--- src/include/sibs_pkg.sv ---
// package of constants and types for the slow peripheral bus sequencer
package sibs_pkg;

    // ==========================================================
    // clock and delays
    localparam int CLK_PERIOD_NS = 8;
    localparam int ADDR_SETUP_NS = 16;
    localparam int ROM_ACCESS_NS = 32;
    localparam int IO_ACCESS_NS = 32;
    localparam int FLASH_PULSE_NS = 32;
    localparam int ADDR_HOLD_NS = 16;

    // least times round up; the 2-bit timer holds at most four cycles
    localparam int SETUP_CYC = (ADDR_SETUP_NS + CLK_PERIOD_NS - 1) / CLK_PERIOD_NS;
    localparam int ROM_CYC = (ROM_ACCESS_NS + CLK_PERIOD_NS - 1) / CLK_PERIOD_NS;
    localparam int IO_CYC = (IO_ACCESS_NS + CLK_PERIOD_NS - 1) / CLK_PERIOD_NS;
    localparam int FLASH_CYC = (FLASH_PULSE_NS + CLK_PERIOD_NS - 1) / CLK_PERIOD_NS;
    localparam int HOLD_CYC = (ADDR_HOLD_NS + CLK_PERIOD_NS - 1) / CLK_PERIOD_NS;

    // timer value seen in the last cycle of each timed phase
    localparam logic [1:0] SETUP_LAST = 2'(SETUP_CYC - 1);
    localparam logic [1:0] ROM_LAST = 2'(ROM_CYC - 1);
    localparam logic [1:0] IO_LAST = 2'(IO_CYC - 1);
    localparam logic [1:0] FLASH_LAST = 2'(FLASH_CYC - 1);
    localparam logic [1:0] HOLD_LAST = 2'(HOLD_CYC - 1);
    localparam logic [1:0] TIMER_RESET = 2'h0;
    localparam logic [1:0] TIMER_WRAP = 2'h3;

    // ==========================================================
    // packing counter
    localparam logic [1:0] PAK_BYTE0 = 2'h0;
    localparam logic [1:0] PAK_BYTE1 = 2'h1;
    localparam logic [1:0] PAK_BYTE2 = 2'h2;
    localparam logic [1:0] PAK_BYTE3 = 2'h3;

    // ==========================================================
    // address decode
    localparam int REGION_HI = 31;
    localparam int REGION_LO = 30;
    localparam logic [1:0] REGION_ROM = 2'h2;
    localparam logic [1:0] REGION_IO = 2'h3;
    localparam int FLASH_SEL_HI = 23;
    localparam int FLASH_SEL_LO = 22;

    // ==========================================================
    // strobe and latch on/off levels, and pin levels after reset
    localparam logic STROBE_OFF = 1'b1;
    localparam logic STROBE_ON = 1'b0;
    localparam logic LAT_OPEN = 1'b0;
    localparam logic LAT_HOLD = 1'b1;
    localparam logic RDY_IDLE = 1'b1;
    localparam logic ZWS_IDLE = 1'b1;

    // ==========================================================
    // types
    typedef enum logic [1:0] {
        OP_ROM_RD,
        OP_FLASH_WR,
        OP_IO_RD,
        OP_IO_WR
    } sibs_op_e;

    typedef enum logic {
        MN_IDLE,
        MN_WAIT
    } sibs_main_e;

    typedef enum logic [3:0] {
        SQ_IDLE,
        SQ_ROM,
        SQ_FL_SETUP,
        SQ_FL_PULSE,
        SQ_FL_HOLD,
        SQ_IO_SETUP,
        SQ_IO_STROBE,
        SQ_IO_LATCH,
        SQ_IO_HOLD,
        SQ_ACK,
        SQ_DONE
    } sibs_seq_e;

endpackage

--- src/logic/sibs_sync3.sv ---
// three-stage synchroniser with agreement filter for one pin
`timescale 1ns/1ps
module sibs_sync3 #(
    parameter logic INIT = 1'b1
) (
    input wire logic clock_in, // system clock
    input wire logic rst_n_in, // synchronous reset, active low
    input wire logic pin_in,   // asynchronous pin level
    output logic level_out     // filtered synchronous level
);

    logic stage1;
    logic stage2;
    logic stage3;

    // ==========================================================
    // shift chain; a change counts once stages two and three agree
    always_ff @(posedge clock_in) begin
        if (!rst_n_in) begin
            stage1 <= INIT;
            stage2 <= INIT;
            stage3 <= INIT;
            level_out <= INIT;
        end else begin
            stage1 <= pin_in;
            stage2 <= stage1;
            stage3 <= stage2;
            if (stage2 == stage3) begin
                level_out <= stage3;
            end
        end
    end

endmodule

--- src/logic/sibs_sequencer.sv ---
// main cycle machine and i/o sequencer for the slow peripheral bus
// ==========================================================
// Overview of operation
// - stall cpu, request sequencer on i/o decode
// - keep cpu stalled until sequencer acknowledges
// - sequencer leaves idle on request
// - four byte reads form one word, counter addresses
// - counter cleared at start, steps to three
// - byte latch captures first and third bytes
// - word latch captures first two bytes
// - word lanes: word latch, byte latch, memory
// - acknowledge after fourth byte, wait released
// - drop request when memory request negated
// - one-clock acknowledge, one-cycle wait release
// - burst read wraps counter, repacks immediately
// - back to idle after last acknowledge
// - flash byte on low lane, strobe pulsed
// - flash counter loaded from address bits 23:22
// - shared 2-bit wrapping timer with clear
// - address setup before i/o read strobe
// - word latch, then read strobe one later
// - address hold then acknowledge
// - synchronised ready extends strobe
// - synchronised zero-wait ends strobe early
`timescale 1ns/1ps
module sibs_sequencer (
    input wire logic clock_in,          // 125 MHz memory clock
    input wire logic rst_n_in,          // synchronous reset, active low
    input wire logic cpu_mreq_n_in,     // cpu memory request, active low
    input wire logic cpu_write_in,      // cpu cycle is a write
    input wire logic [31:0] cpu_addr_in, // cpu address
    input wire logic io_rdy_in,         // peripheral ready pin, high = ready
    input wire logic io_zws_n_in,       // peripheral zero-wait pin, active low
    output logic cpu_wait_n_out,        // cpu wait, low stalls the cpu
    output logic [1:0] rom_addr_low_out, // boot/flash address bits 1:0
    output logic latch_byte_n_out,      // byte latch, high holds
    output logic latch_word_n_out,      // word latch, high holds
    output logic flash_wr_n_out,        // flash write strobe, active low
    output logic io_rd_n_out,           // i/o read strobe, active low
    output logic io_wr_n_out            // i/o write strobe, active low
);

    sibs_pkg::sibs_main_e main_state;
    sibs_pkg::sibs_seq_e seq_state;
    sibs_pkg::sibs_seq_e start_state;
    sibs_pkg::sibs_op_e op_kind;
    logic io_req;
    logic io_ack;
    logic [1:0] timer;
    logic [1:0] pak;
    logic clr_timer;
    logic rdy_sync;
    logic zws_n_sync;
    logic strobe_end;
    logic [1:0] region;

    assign region = cpu_addr_in[sibs_pkg::REGION_HI:sibs_pkg::REGION_LO];
    assign rom_addr_low_out = pak;

    // ==========================================================
    // pin synchronisers
    sibs_sync3 #(.INIT(sibs_pkg::RDY_IDLE)) u_rdy_sync (
        .clock_in(clock_in),
        .rst_n_in(rst_n_in),
        .pin_in(io_rdy_in),
        .level_out(rdy_sync)
    );

    sibs_sync3 #(.INIT(sibs_pkg::ZWS_IDLE)) u_zws_sync (
        .clock_in(clock_in),
        .rst_n_in(rst_n_in),
        .pin_in(io_zws_n_in),
        .level_out(zws_n_sync)
    );

    // ==========================================================
    // main cycle machine
    always_ff @(posedge clock_in) begin
        if (!rst_n_in) begin
            main_state <= sibs_pkg::MN_IDLE;
            io_req <= 1'b0;
            cpu_wait_n_out <= 1'b1;
            op_kind <= sibs_pkg::OP_ROM_RD;
        end else begin
            unique case (main_state)
                sibs_pkg::MN_IDLE: begin
                    cpu_wait_n_out <= 1'b1;
                    if (!cpu_mreq_n_in && (region == sibs_pkg::REGION_ROM ||
                                           region == sibs_pkg::REGION_IO)) begin
                        io_req <= 1'b1;
                        cpu_wait_n_out <= 1'b0;
                        main_state <= sibs_pkg::MN_WAIT;
                        if (region == sibs_pkg::REGION_ROM) begin
                            op_kind <= cpu_write_in ? sibs_pkg::OP_FLASH_WR
                                                    : sibs_pkg::OP_ROM_RD;
                        end else begin
                            op_kind <= cpu_write_in ? sibs_pkg::OP_IO_WR
                                                    : sibs_pkg::OP_IO_RD;
                        end
                    end
                end
                sibs_pkg::MN_WAIT: begin
                    cpu_wait_n_out <= io_ack;
                    if (io_ack && cpu_mreq_n_in) begin
                        io_req <= 1'b0;
                        main_state <= sibs_pkg::MN_IDLE;
                    end
                end
            endcase
        end
    end

    // ==========================================================
    // shared delay timer
    always_comb begin
        unique case (op_kind)
            sibs_pkg::OP_ROM_RD: start_state = sibs_pkg::SQ_ROM;
            sibs_pkg::OP_FLASH_WR: start_state = sibs_pkg::SQ_FL_SETUP;
            sibs_pkg::OP_IO_RD: start_state = sibs_pkg::SQ_IO_SETUP;
            sibs_pkg::OP_IO_WR: start_state = sibs_pkg::SQ_IO_SETUP;
        endcase
    end

    // ready stretches, zero-wait cuts the strobe short
    assign strobe_end = !zws_n_sync || (timer == sibs_pkg::IO_LAST && rdy_sync);

    always_comb begin
        unique case (seq_state)
            sibs_pkg::SQ_ROM: clr_timer = (timer == sibs_pkg::ROM_LAST);
            sibs_pkg::SQ_FL_SETUP: clr_timer = (timer == sibs_pkg::SETUP_LAST);
            sibs_pkg::SQ_FL_PULSE: clr_timer = (timer == sibs_pkg::FLASH_LAST);
            sibs_pkg::SQ_IO_SETUP: clr_timer = (timer == sibs_pkg::SETUP_LAST);
            sibs_pkg::SQ_IO_STROBE: clr_timer = strobe_end;
            sibs_pkg::SQ_FL_HOLD: clr_timer = 1'b0;
            sibs_pkg::SQ_IO_HOLD: clr_timer = 1'b0;
            default: clr_timer = 1'b1;
        endcase
    end

    always_ff @(posedge clock_in) begin
        if (!rst_n_in) begin
            timer <= sibs_pkg::TIMER_RESET;
        end else if (clr_timer) begin
            timer <= sibs_pkg::TIMER_RESET;
        end else begin
            timer <= timer + 2'h1;
        end
    end

    // ==========================================================
    // packing counter
    always_ff @(posedge clock_in) begin
        if (!rst_n_in) begin
            pak <= sibs_pkg::PAK_BYTE0;
        end else if (io_req && (seq_state == sibs_pkg::SQ_IDLE ||
                                seq_state == sibs_pkg::SQ_DONE)) begin
            if (op_kind == sibs_pkg::OP_FLASH_WR) begin
                pak <= cpu_addr_in[sibs_pkg::FLASH_SEL_HI:sibs_pkg::FLASH_SEL_LO];
            end else begin
                pak <= sibs_pkg::PAK_BYTE0;
            end
        end else if (seq_state == sibs_pkg::SQ_ROM && timer == sibs_pkg::ROM_LAST &&
                     pak != sibs_pkg::PAK_BYTE3) begin
            pak <= pak + 2'h1;
        end
    end

    // ==========================================================
    // i/o sequencer
    always_ff @(posedge clock_in) begin
        if (!rst_n_in) begin
            seq_state <= sibs_pkg::SQ_IDLE;
            io_ack <= 1'b0;
            latch_byte_n_out <= sibs_pkg::LAT_OPEN;
            latch_word_n_out <= sibs_pkg::LAT_OPEN;
            flash_wr_n_out <= sibs_pkg::STROBE_OFF;
            io_rd_n_out <= sibs_pkg::STROBE_OFF;
            io_wr_n_out <= sibs_pkg::STROBE_OFF;
        end else begin
            io_ack <= 1'b0;
            unique case (seq_state)
                sibs_pkg::SQ_IDLE: begin
                    if (io_req) begin
                        seq_state <= start_state;
                    end
                end
                sibs_pkg::SQ_ROM: begin
                    if (timer == sibs_pkg::ROM_LAST) begin
                        unique case (pak)
                            sibs_pkg::PAK_BYTE0: latch_byte_n_out <= sibs_pkg::LAT_HOLD;
                            sibs_pkg::PAK_BYTE1: latch_word_n_out <= sibs_pkg::LAT_HOLD;
                            sibs_pkg::PAK_BYTE2: latch_byte_n_out <= sibs_pkg::LAT_HOLD;
                            sibs_pkg::PAK_BYTE3: begin
                                io_ack <= 1'b1;
                                seq_state <= sibs_pkg::SQ_ACK;
                            end
                        endcase
                    end else if (pak == sibs_pkg::PAK_BYTE2 &&
                                 timer == sibs_pkg::TIMER_RESET) begin
                        latch_byte_n_out <= sibs_pkg::LAT_OPEN; // reopen for third byte
                    end
                end
                sibs_pkg::SQ_FL_SETUP: begin
                    if (timer == sibs_pkg::SETUP_LAST) begin
                        flash_wr_n_out <= sibs_pkg::STROBE_ON;
                        seq_state <= sibs_pkg::SQ_FL_PULSE;
                    end
                end
                sibs_pkg::SQ_FL_PULSE: begin
                    if (timer == sibs_pkg::FLASH_LAST) begin
                        flash_wr_n_out <= sibs_pkg::STROBE_OFF;
                        seq_state <= sibs_pkg::SQ_FL_HOLD;
                    end
                end
                sibs_pkg::SQ_FL_HOLD: begin
                    if (timer == sibs_pkg::HOLD_LAST) begin
                        io_ack <= 1'b1;
                        seq_state <= sibs_pkg::SQ_ACK;
                    end
                end
                sibs_pkg::SQ_IO_SETUP: begin
                    if (timer == sibs_pkg::SETUP_LAST) begin
                        if (op_kind == sibs_pkg::OP_IO_RD) begin
                            io_rd_n_out <= sibs_pkg::STROBE_ON;
                        end else begin
                            io_wr_n_out <= sibs_pkg::STROBE_ON;
                        end
                        seq_state <= sibs_pkg::SQ_IO_STROBE;
                    end
                end
                sibs_pkg::SQ_IO_STROBE: begin
                    if (strobe_end) begin
                        if (op_kind == sibs_pkg::OP_IO_RD) begin
                            latch_word_n_out <= sibs_pkg::LAT_HOLD;
                        end
                        seq_state <= sibs_pkg::SQ_IO_LATCH;
                    end
                end
                sibs_pkg::SQ_IO_LATCH: begin
                    io_rd_n_out <= sibs_pkg::STROBE_OFF;
                    io_wr_n_out <= sibs_pkg::STROBE_OFF;
                    seq_state <= sibs_pkg::SQ_IO_HOLD;
                end
                sibs_pkg::SQ_IO_HOLD: begin
                    if (timer == sibs_pkg::HOLD_LAST) begin
                        io_ack <= 1'b1;
                        seq_state <= sibs_pkg::SQ_ACK;
                    end
                end
                sibs_pkg::SQ_ACK: begin
                    seq_state <= sibs_pkg::SQ_DONE;
                end
                sibs_pkg::SQ_DONE: begin
                    latch_byte_n_out <= sibs_pkg::LAT_OPEN;
                    latch_word_n_out <= sibs_pkg::LAT_OPEN;
                    seq_state <= io_req ? start_state : sibs_pkg::SQ_IDLE;
                end
                default: seq_state <= sibs_pkg::SQ_IDLE;
            endcase
        end
    end
endmodule

--- config.mk ---
export PLATFORM = sky130hd
export DESIGN_NAME = sibs_sequencer
export DESIGN_NICKNAME = d
export VERILOG_FILES = /design/src/include/sibs_pkg.sv /design/src/logic/sibs_sync3.sv /design/src/logic/sibs_sequencer.sv
export SDC_FILE = /design/constraint.sdc
export NUM_CORES = 1
export LEC_CHECK = 0
export BUFFER_PORTS_ARGS = -buffer_cell sky130_fd_sc_hd__buf_2
export CAP_MARGIN = 15
export CORE_MARGIN = 2
export CORE_UTILIZATION = 54
export DETAILED_ROUTE_END_ITERATION = 16
export HOLD_SLACK_MARGIN = 0.1
export PLACE_DENSITY_LB_ADDON = 0.1
export RECOVER_POWER = 25
export REMOVE_ABC_BUFFERS = 1
export SYNTH_ARGS = -nofsm -noshare
export SYNTH_HDL_FRONTEND = slang
export SYNTH_SLANG_ARGS = --single-unit
--- constraint.sdc ---
create_clock -name clock_in -period 2.55 [get_ports clock_in]
set_input_delay 0.765 -clock clock_in [delete_from_list [all_inputs] [get_ports clock_in]]
set_output_delay 0.765 -clock clock_in [all_outputs]
set_load 0.1 [all_outputs]
# After elaboration in Yosys (flattened, before gate mapping)
# Index checks and enable logic that the tools add are counted.
# word_totals
register_bits	27
input_bits	38
# classes
addsub	2
eq_ne	39
n_mux	48
bitwise	2
reduce_logical	35
# op_table
op	n
4-bit one-hot mux with 10 select lines	1
4-bit two-way mux	9
1-bit two-way mux	23
2-bit != test (second input constant)	11
4-bit by 3-bit equality test with 1-bit output (second input constant)	4
1-bit one-hot mux with 2 select lines	8
2-bit equality test (second input constant)	7
4-bit equality test (second input constant)	3
4-bit one-hot mux with 3 select lines	1
3-bit AND reduction	4
2-bit OR reduction	6
4-bit by 2-bit equality test with 1-bit output (second input constant)	2
2-bit two-way mux	4
2-bit by 1-bit != test with 1-bit output (second input constant)	4
8-bit AND reduction	1
2-bit nonzero test	4
1-bit logical AND	7
2-bit by 1-bit equality test with 1-bit output (second input constant)	3
2-bit zero test	3
5-bit AND reduction	1
2-bit by 1-bit adder with 2-bit output (second input constant)	2
4-bit by 1-bit equality test with 1-bit output (second input constant)	1
4-bit zero test	1
1-bit one-hot mux with 4 select lines	1
9 further kinds	15

# Longest topological paths before layout
# logic_depth
depth_word	5
depth_mapped	7
mapped_depth_nobuf	7

# Modules after synthesis
# From an unflattened synthesis, not the netlist that was laid out.
# unflattened
cells_unflattened	171
area_unflattened_um2	1483.9
# modules_own_cells
module	n_inst	cells_per_inst	area_each_um2
sibs_sequencer	1	151	1258.7
sibs_sync3	2	10	112.6

# Worst setup path after synthesis
# No wires, ideal clock.
# synth_path
kind	register to register
startpoint	reg pak[0], in the netlist rom_addr_low_out[0]
endpoint	reg seq_state[0]
t_arrival_ps	2110
t_required_ps	2428
setup_slack_ps	318
stages_incl_launch_ff	6
n_path_buf	0
synth_period_minus_slack_ps	2232
path_cell_list	dfxtp_1 ha_1 o21ai_0 nand3_1 nand4_4 o311a_1
# synth_between
elab_chain_cells	3
# synth_rtl
element	line_no	rtl
start, declared	sibs_sequencer.sv:50	logic [1:0] pak;
start signal, assigned	sibs_sequencer.sv:154	pak <= sibs_pkg::PAK_BYTE0;
start signal, assigned	sibs_sequencer.sv:158	pak <= cpu_addr_in[sibs_pkg::FLASH_SEL_HI:sibs_pkg::FLASH_SEL_LO];
start signal, assigned	sibs_sequencer.sv:160	pak <= sibs_pkg::PAK_BYTE0;
2-bit equality test	sibs_sequencer.sv:189	unique case (pak)
2-bit by 1-bit != test with 1-bit output (no line)	-	
8-bit AND reduction (no line)	-	
end signal, assigned	sibs_sequencer.sv:184	seq_state <= start_state;
end signal, assigned	sibs_sequencer.sv:195	seq_state <= sibs_pkg::SQ_ACK;
end signal, assigned	sibs_sequencer.sv:206	seq_state <= sibs_pkg::SQ_FL_PULSE;
end, declared	sibs_sequencer.sv:44	sibs_pkg::sibs_seq_e seq_state;
# Every way passes these cells.
# A chain may end at the register's enable or synchronous reset.

# Worst setup path after layout
# layout_path
startpoint	reg pak[0], in the netlist rom_addr_low_out[0]
endpoint	out rom_addr_low_out[0]
# layout_lines
element	line_no	rtl
end, declared	sibs_sequencer.sv:35	output logic [1:0] rom_addr_low_out,
# No word-level cell between the ends.

==> metrics.yaml <==
status:
  status: "completed"
placed_design:
  placement.cell_area_um2: 1540
  numPortBuffers: 17
  dpl_worst_slack_ns: 0.703
  globalplace.congestion: 0.860
  dp_hpwl_mm: 2.07
detailed_routing:
  avgViaCountPerCell: 5.67
  route.antenna.remaining_nets: 0
  drt-total-wl_mm: 2.75
  number_of_vias_in_the_routed_layout: 1214
  drc: 0
  drt-initial-drc-count: 48
  routed_length_per_instance_um: 12.8
  detailedRoute.firstPassIterationCount: 4
sta:
  period_minus_slack_ns: 2.02
  tightest_slew_ns: 0.698
  max_clock_freq_mhz: 495
  fin_setup_tns_ns: 0
  worst_slack_ns: 0.530
  grt_setup_unrepaired: "false"
  final_period_utilization: 0.792
  final_max_slew_viol_count: 0
  finalHoldViolCount: 0
  setup-violations-final: 0
  clock_skew_ns: 0.00196
  slew-limit-headroom: 0.535
die:
  initial_core_util: 0.578
  die_width_um: 55.7
  dieArea_um2: 3110
  fp-row-count: 18
  floorplan.io_pins: 46
  die_height_um: 55.7
  fp.coreArea_um2: 2500
layout:
  final_core_util: 0.625
  final_area_um2: 1560
  layout-drive-gt1-share: 0.158
  antennaDiodeCount: 0
  layout-area-overhead-vs-synth_pct: 8.05
  layout_common_cells: "27 x sky130_fd_sc_hd__dfxtp_1, 17 x sky130_fd_sc_hd__nor2_1, 16 x sky130_fd_sc_hd__buf_2"
  layout_commonest_cell: "sky130_fd_sc_hd__dfxtp_1"
  fin_nets: 230
clocking:
  tritoncts: "done"
  clock-sinks: 27
  clockRootBuffer: "sky130_fd_sc_hd__clkbuf_4"
  ctsHtreeMaxLevel: 1
  clock_latency_ns: 0.31
  cts-buffers-inserted: 3
  clkSlewWorstSetupHoldPaths_ns: 0.13
  cts-hold-fix-buffers: 0
  post_cts_resize_count: 0
  post_cts.repair.setup_buffers: 0
  clock_path_buffers: 2
logic_synthesis:
  sequential_share_of_the_synthesized_area: 0.374
  synth_seq_cells: 27
  yosys-mux-area-fraction: 0.0286
  synth_enable_flop_cells: 0
  primary_flip_flop_cell_chosen_by_synthesis_mapping: "sky130_fd_sc_hd__dfxtp_1"
  synthDominantAreaCellType: "sky130_fd_sc_hd__dfxtp_1"
  synthesized_instance_count: 168
  post_synthesis_cell_area_um2: 1450
  synth-xor-area-share: 0.00606
  synth_top_family_by_area: "simple AND/OR/NAND/NOR gates"
  number_of_distinct_standard_cells_referenced_by_the_synthesized_netlist: 49
  synth_top_area_frac: 0.374
  synth_adder_area_share: 0.0606
  average_instance_area_after_synthesis_um2: 8.60
  synth-compound-area-share: 0.210
  synth_simple_gate_area_frac: 0.274
  synth_area_leaders: "sky130_fd_sc_hd__dfxtp_1 37%, sky130_fd_sc_hd__ha_1 6.1%, sky130_fd_sc_hd__nor2_1 4.4%, sky130_fd_sc_hd__nand2b_1 4.3%, sky130_fd_sc_hd__a21oi_1 4.2%"
  ys_async_sr_fraction: 0
  yosys_warnings: 0
worst_setup_path:
  critical_path.n_buffers_inverters: 1
  critical_path.reg2reg.endpoint: "rom_addr_low_out[0]"
  worstSetupPathType: "reg -> out"
  cp.arrival_ns: 1.25
  worst-r2r-cell-count: 4
  end_kind: "primary output"
  crit_fanout: 6
  reg2reg_from: "seq_state[1]"
  cp_top_family: "flip-flops"
  worstPathCellList: "buf_2"
  cp.required_ns: 1.79
  cp_slowest_cell: "sky130_fd_sc_hd__dfxtp_1"
  cp_slowest_stage_delay_ns: 0.47
  setup.reg_to_reg.worst_slack_ns: 0.69
  worst_setup_path_start_kind: "register"
global_route:
  grt_pass1_wl_mm: 5.04
  number_of_global_route_vias_before_repair: 1161
  antenna_violations_before_repair: 0
  global_route.usage.total: 0.199
  global_route.overflow_total: 0
  grt_max_degree: 22
pwr:
  power_density_nw_per_um2: 983
  static-leakage-power_nw: 0.569
  vdd_drop_max_mv: 0.669
hold_path:
  worstHoldStart: "u_rdy_sync.stage1"
  timing.hold.worst.class: "reg -> reg"
  min_delay_worst_endpoint: "u_rdy_sync.stage2"
  holdPathStages: 1
job:
  maxCapViolCount: 0
[logic make-up after synthesis]
logic type | after synthesis
adder cells (fa/ha/maj) | 7
AND/OR/NAND/NOR | 67
flip-flops | 27
AO/OA/AOI/OAI | 47
XOR/XNOR | 1
multiplexers | 4
buffers and inverters | 15
[flip-flops by register name, summed over array words and instances, names as in the netlist, 2 cells and up]
| name | cells |
|---|---|
| op_kind | 2 |
| seq_state | 4 |
| timer | 2 |
| rom_addr_low_out | 2 |
[Yosys cell counts (all sizes together), types with 2 or more instances]
cell type and instances:
nor2b 5, a31oi 3, a211oi 3, nand3 6, dfxtp 27, nand2 12, buf 6, o211ai 2
a21oi 12, nor3b 2, ha 7, nor2 18, mux2i 3, inv 6, clkinv 2, o21ai 14
nand2b 10, nor3 3, and2 2, o31ai 3
[metal layers]
metal,track usage,part of all wire,vias up
li1,-,-,632
met2,0.320,0.49,18
met3,0.0256,0.028,2
met1,0.278,0.48,562
met5,0,0,-
met4,0.0592,0.0047,0
[worst max path at each step]
stage	cells after the start	end	startpoint
global placement	4	seq_state[0]	seq_state[1]
global route	1	rom_addr_low_out[0]	rom_addr_low_out[0]
finish	1	rom_addr_low_out[0]	rom_addr_low_out[0]
detailed placement	4	rom_addr_low_out[0]	seq_state[1]
floorplan	5	seq_state[0]	rom_addr_low_out[0]
CTS	1	rom_addr_low_out[0]	rom_addr_low_out[0]
[through the flow]
| step | power, mW | hold WS [ns] | std cells |
|---|---|---|---|
| 2_1_floorplan | 1.21 | 0.386 | 161 |
| 3_3_place_gp | 1.34 | 0.388 | 210 |
| 3_5_place_dp | 1.37 | 0.398 | 210 |
| 4_1_cts | 1.55 | 0.430 | 214 |
| 5_1_grt | 1.66 | 0.448 | 214 |
| 6_report | 1.54 | 0.424 | 214 |
[final cells by class]
cell class / count / area, µm²
clock buffers: 4 / 26.3
repair buffers: 19 / 91.3
fillers: 225 / 938
well taps: 30 / 37.5
inverters: 8 / 30.0
multi-input cells: 126 / 836
flip-flops and latches: 27 / 541
[power by group]
group	internal, mW	switching, mW
clock network	0.0611	0.112
logic	0.280	0.448
registers	0.483	0.151
total	0.824	0.711
Note: power is estimated with default switching activity, not from simulation.
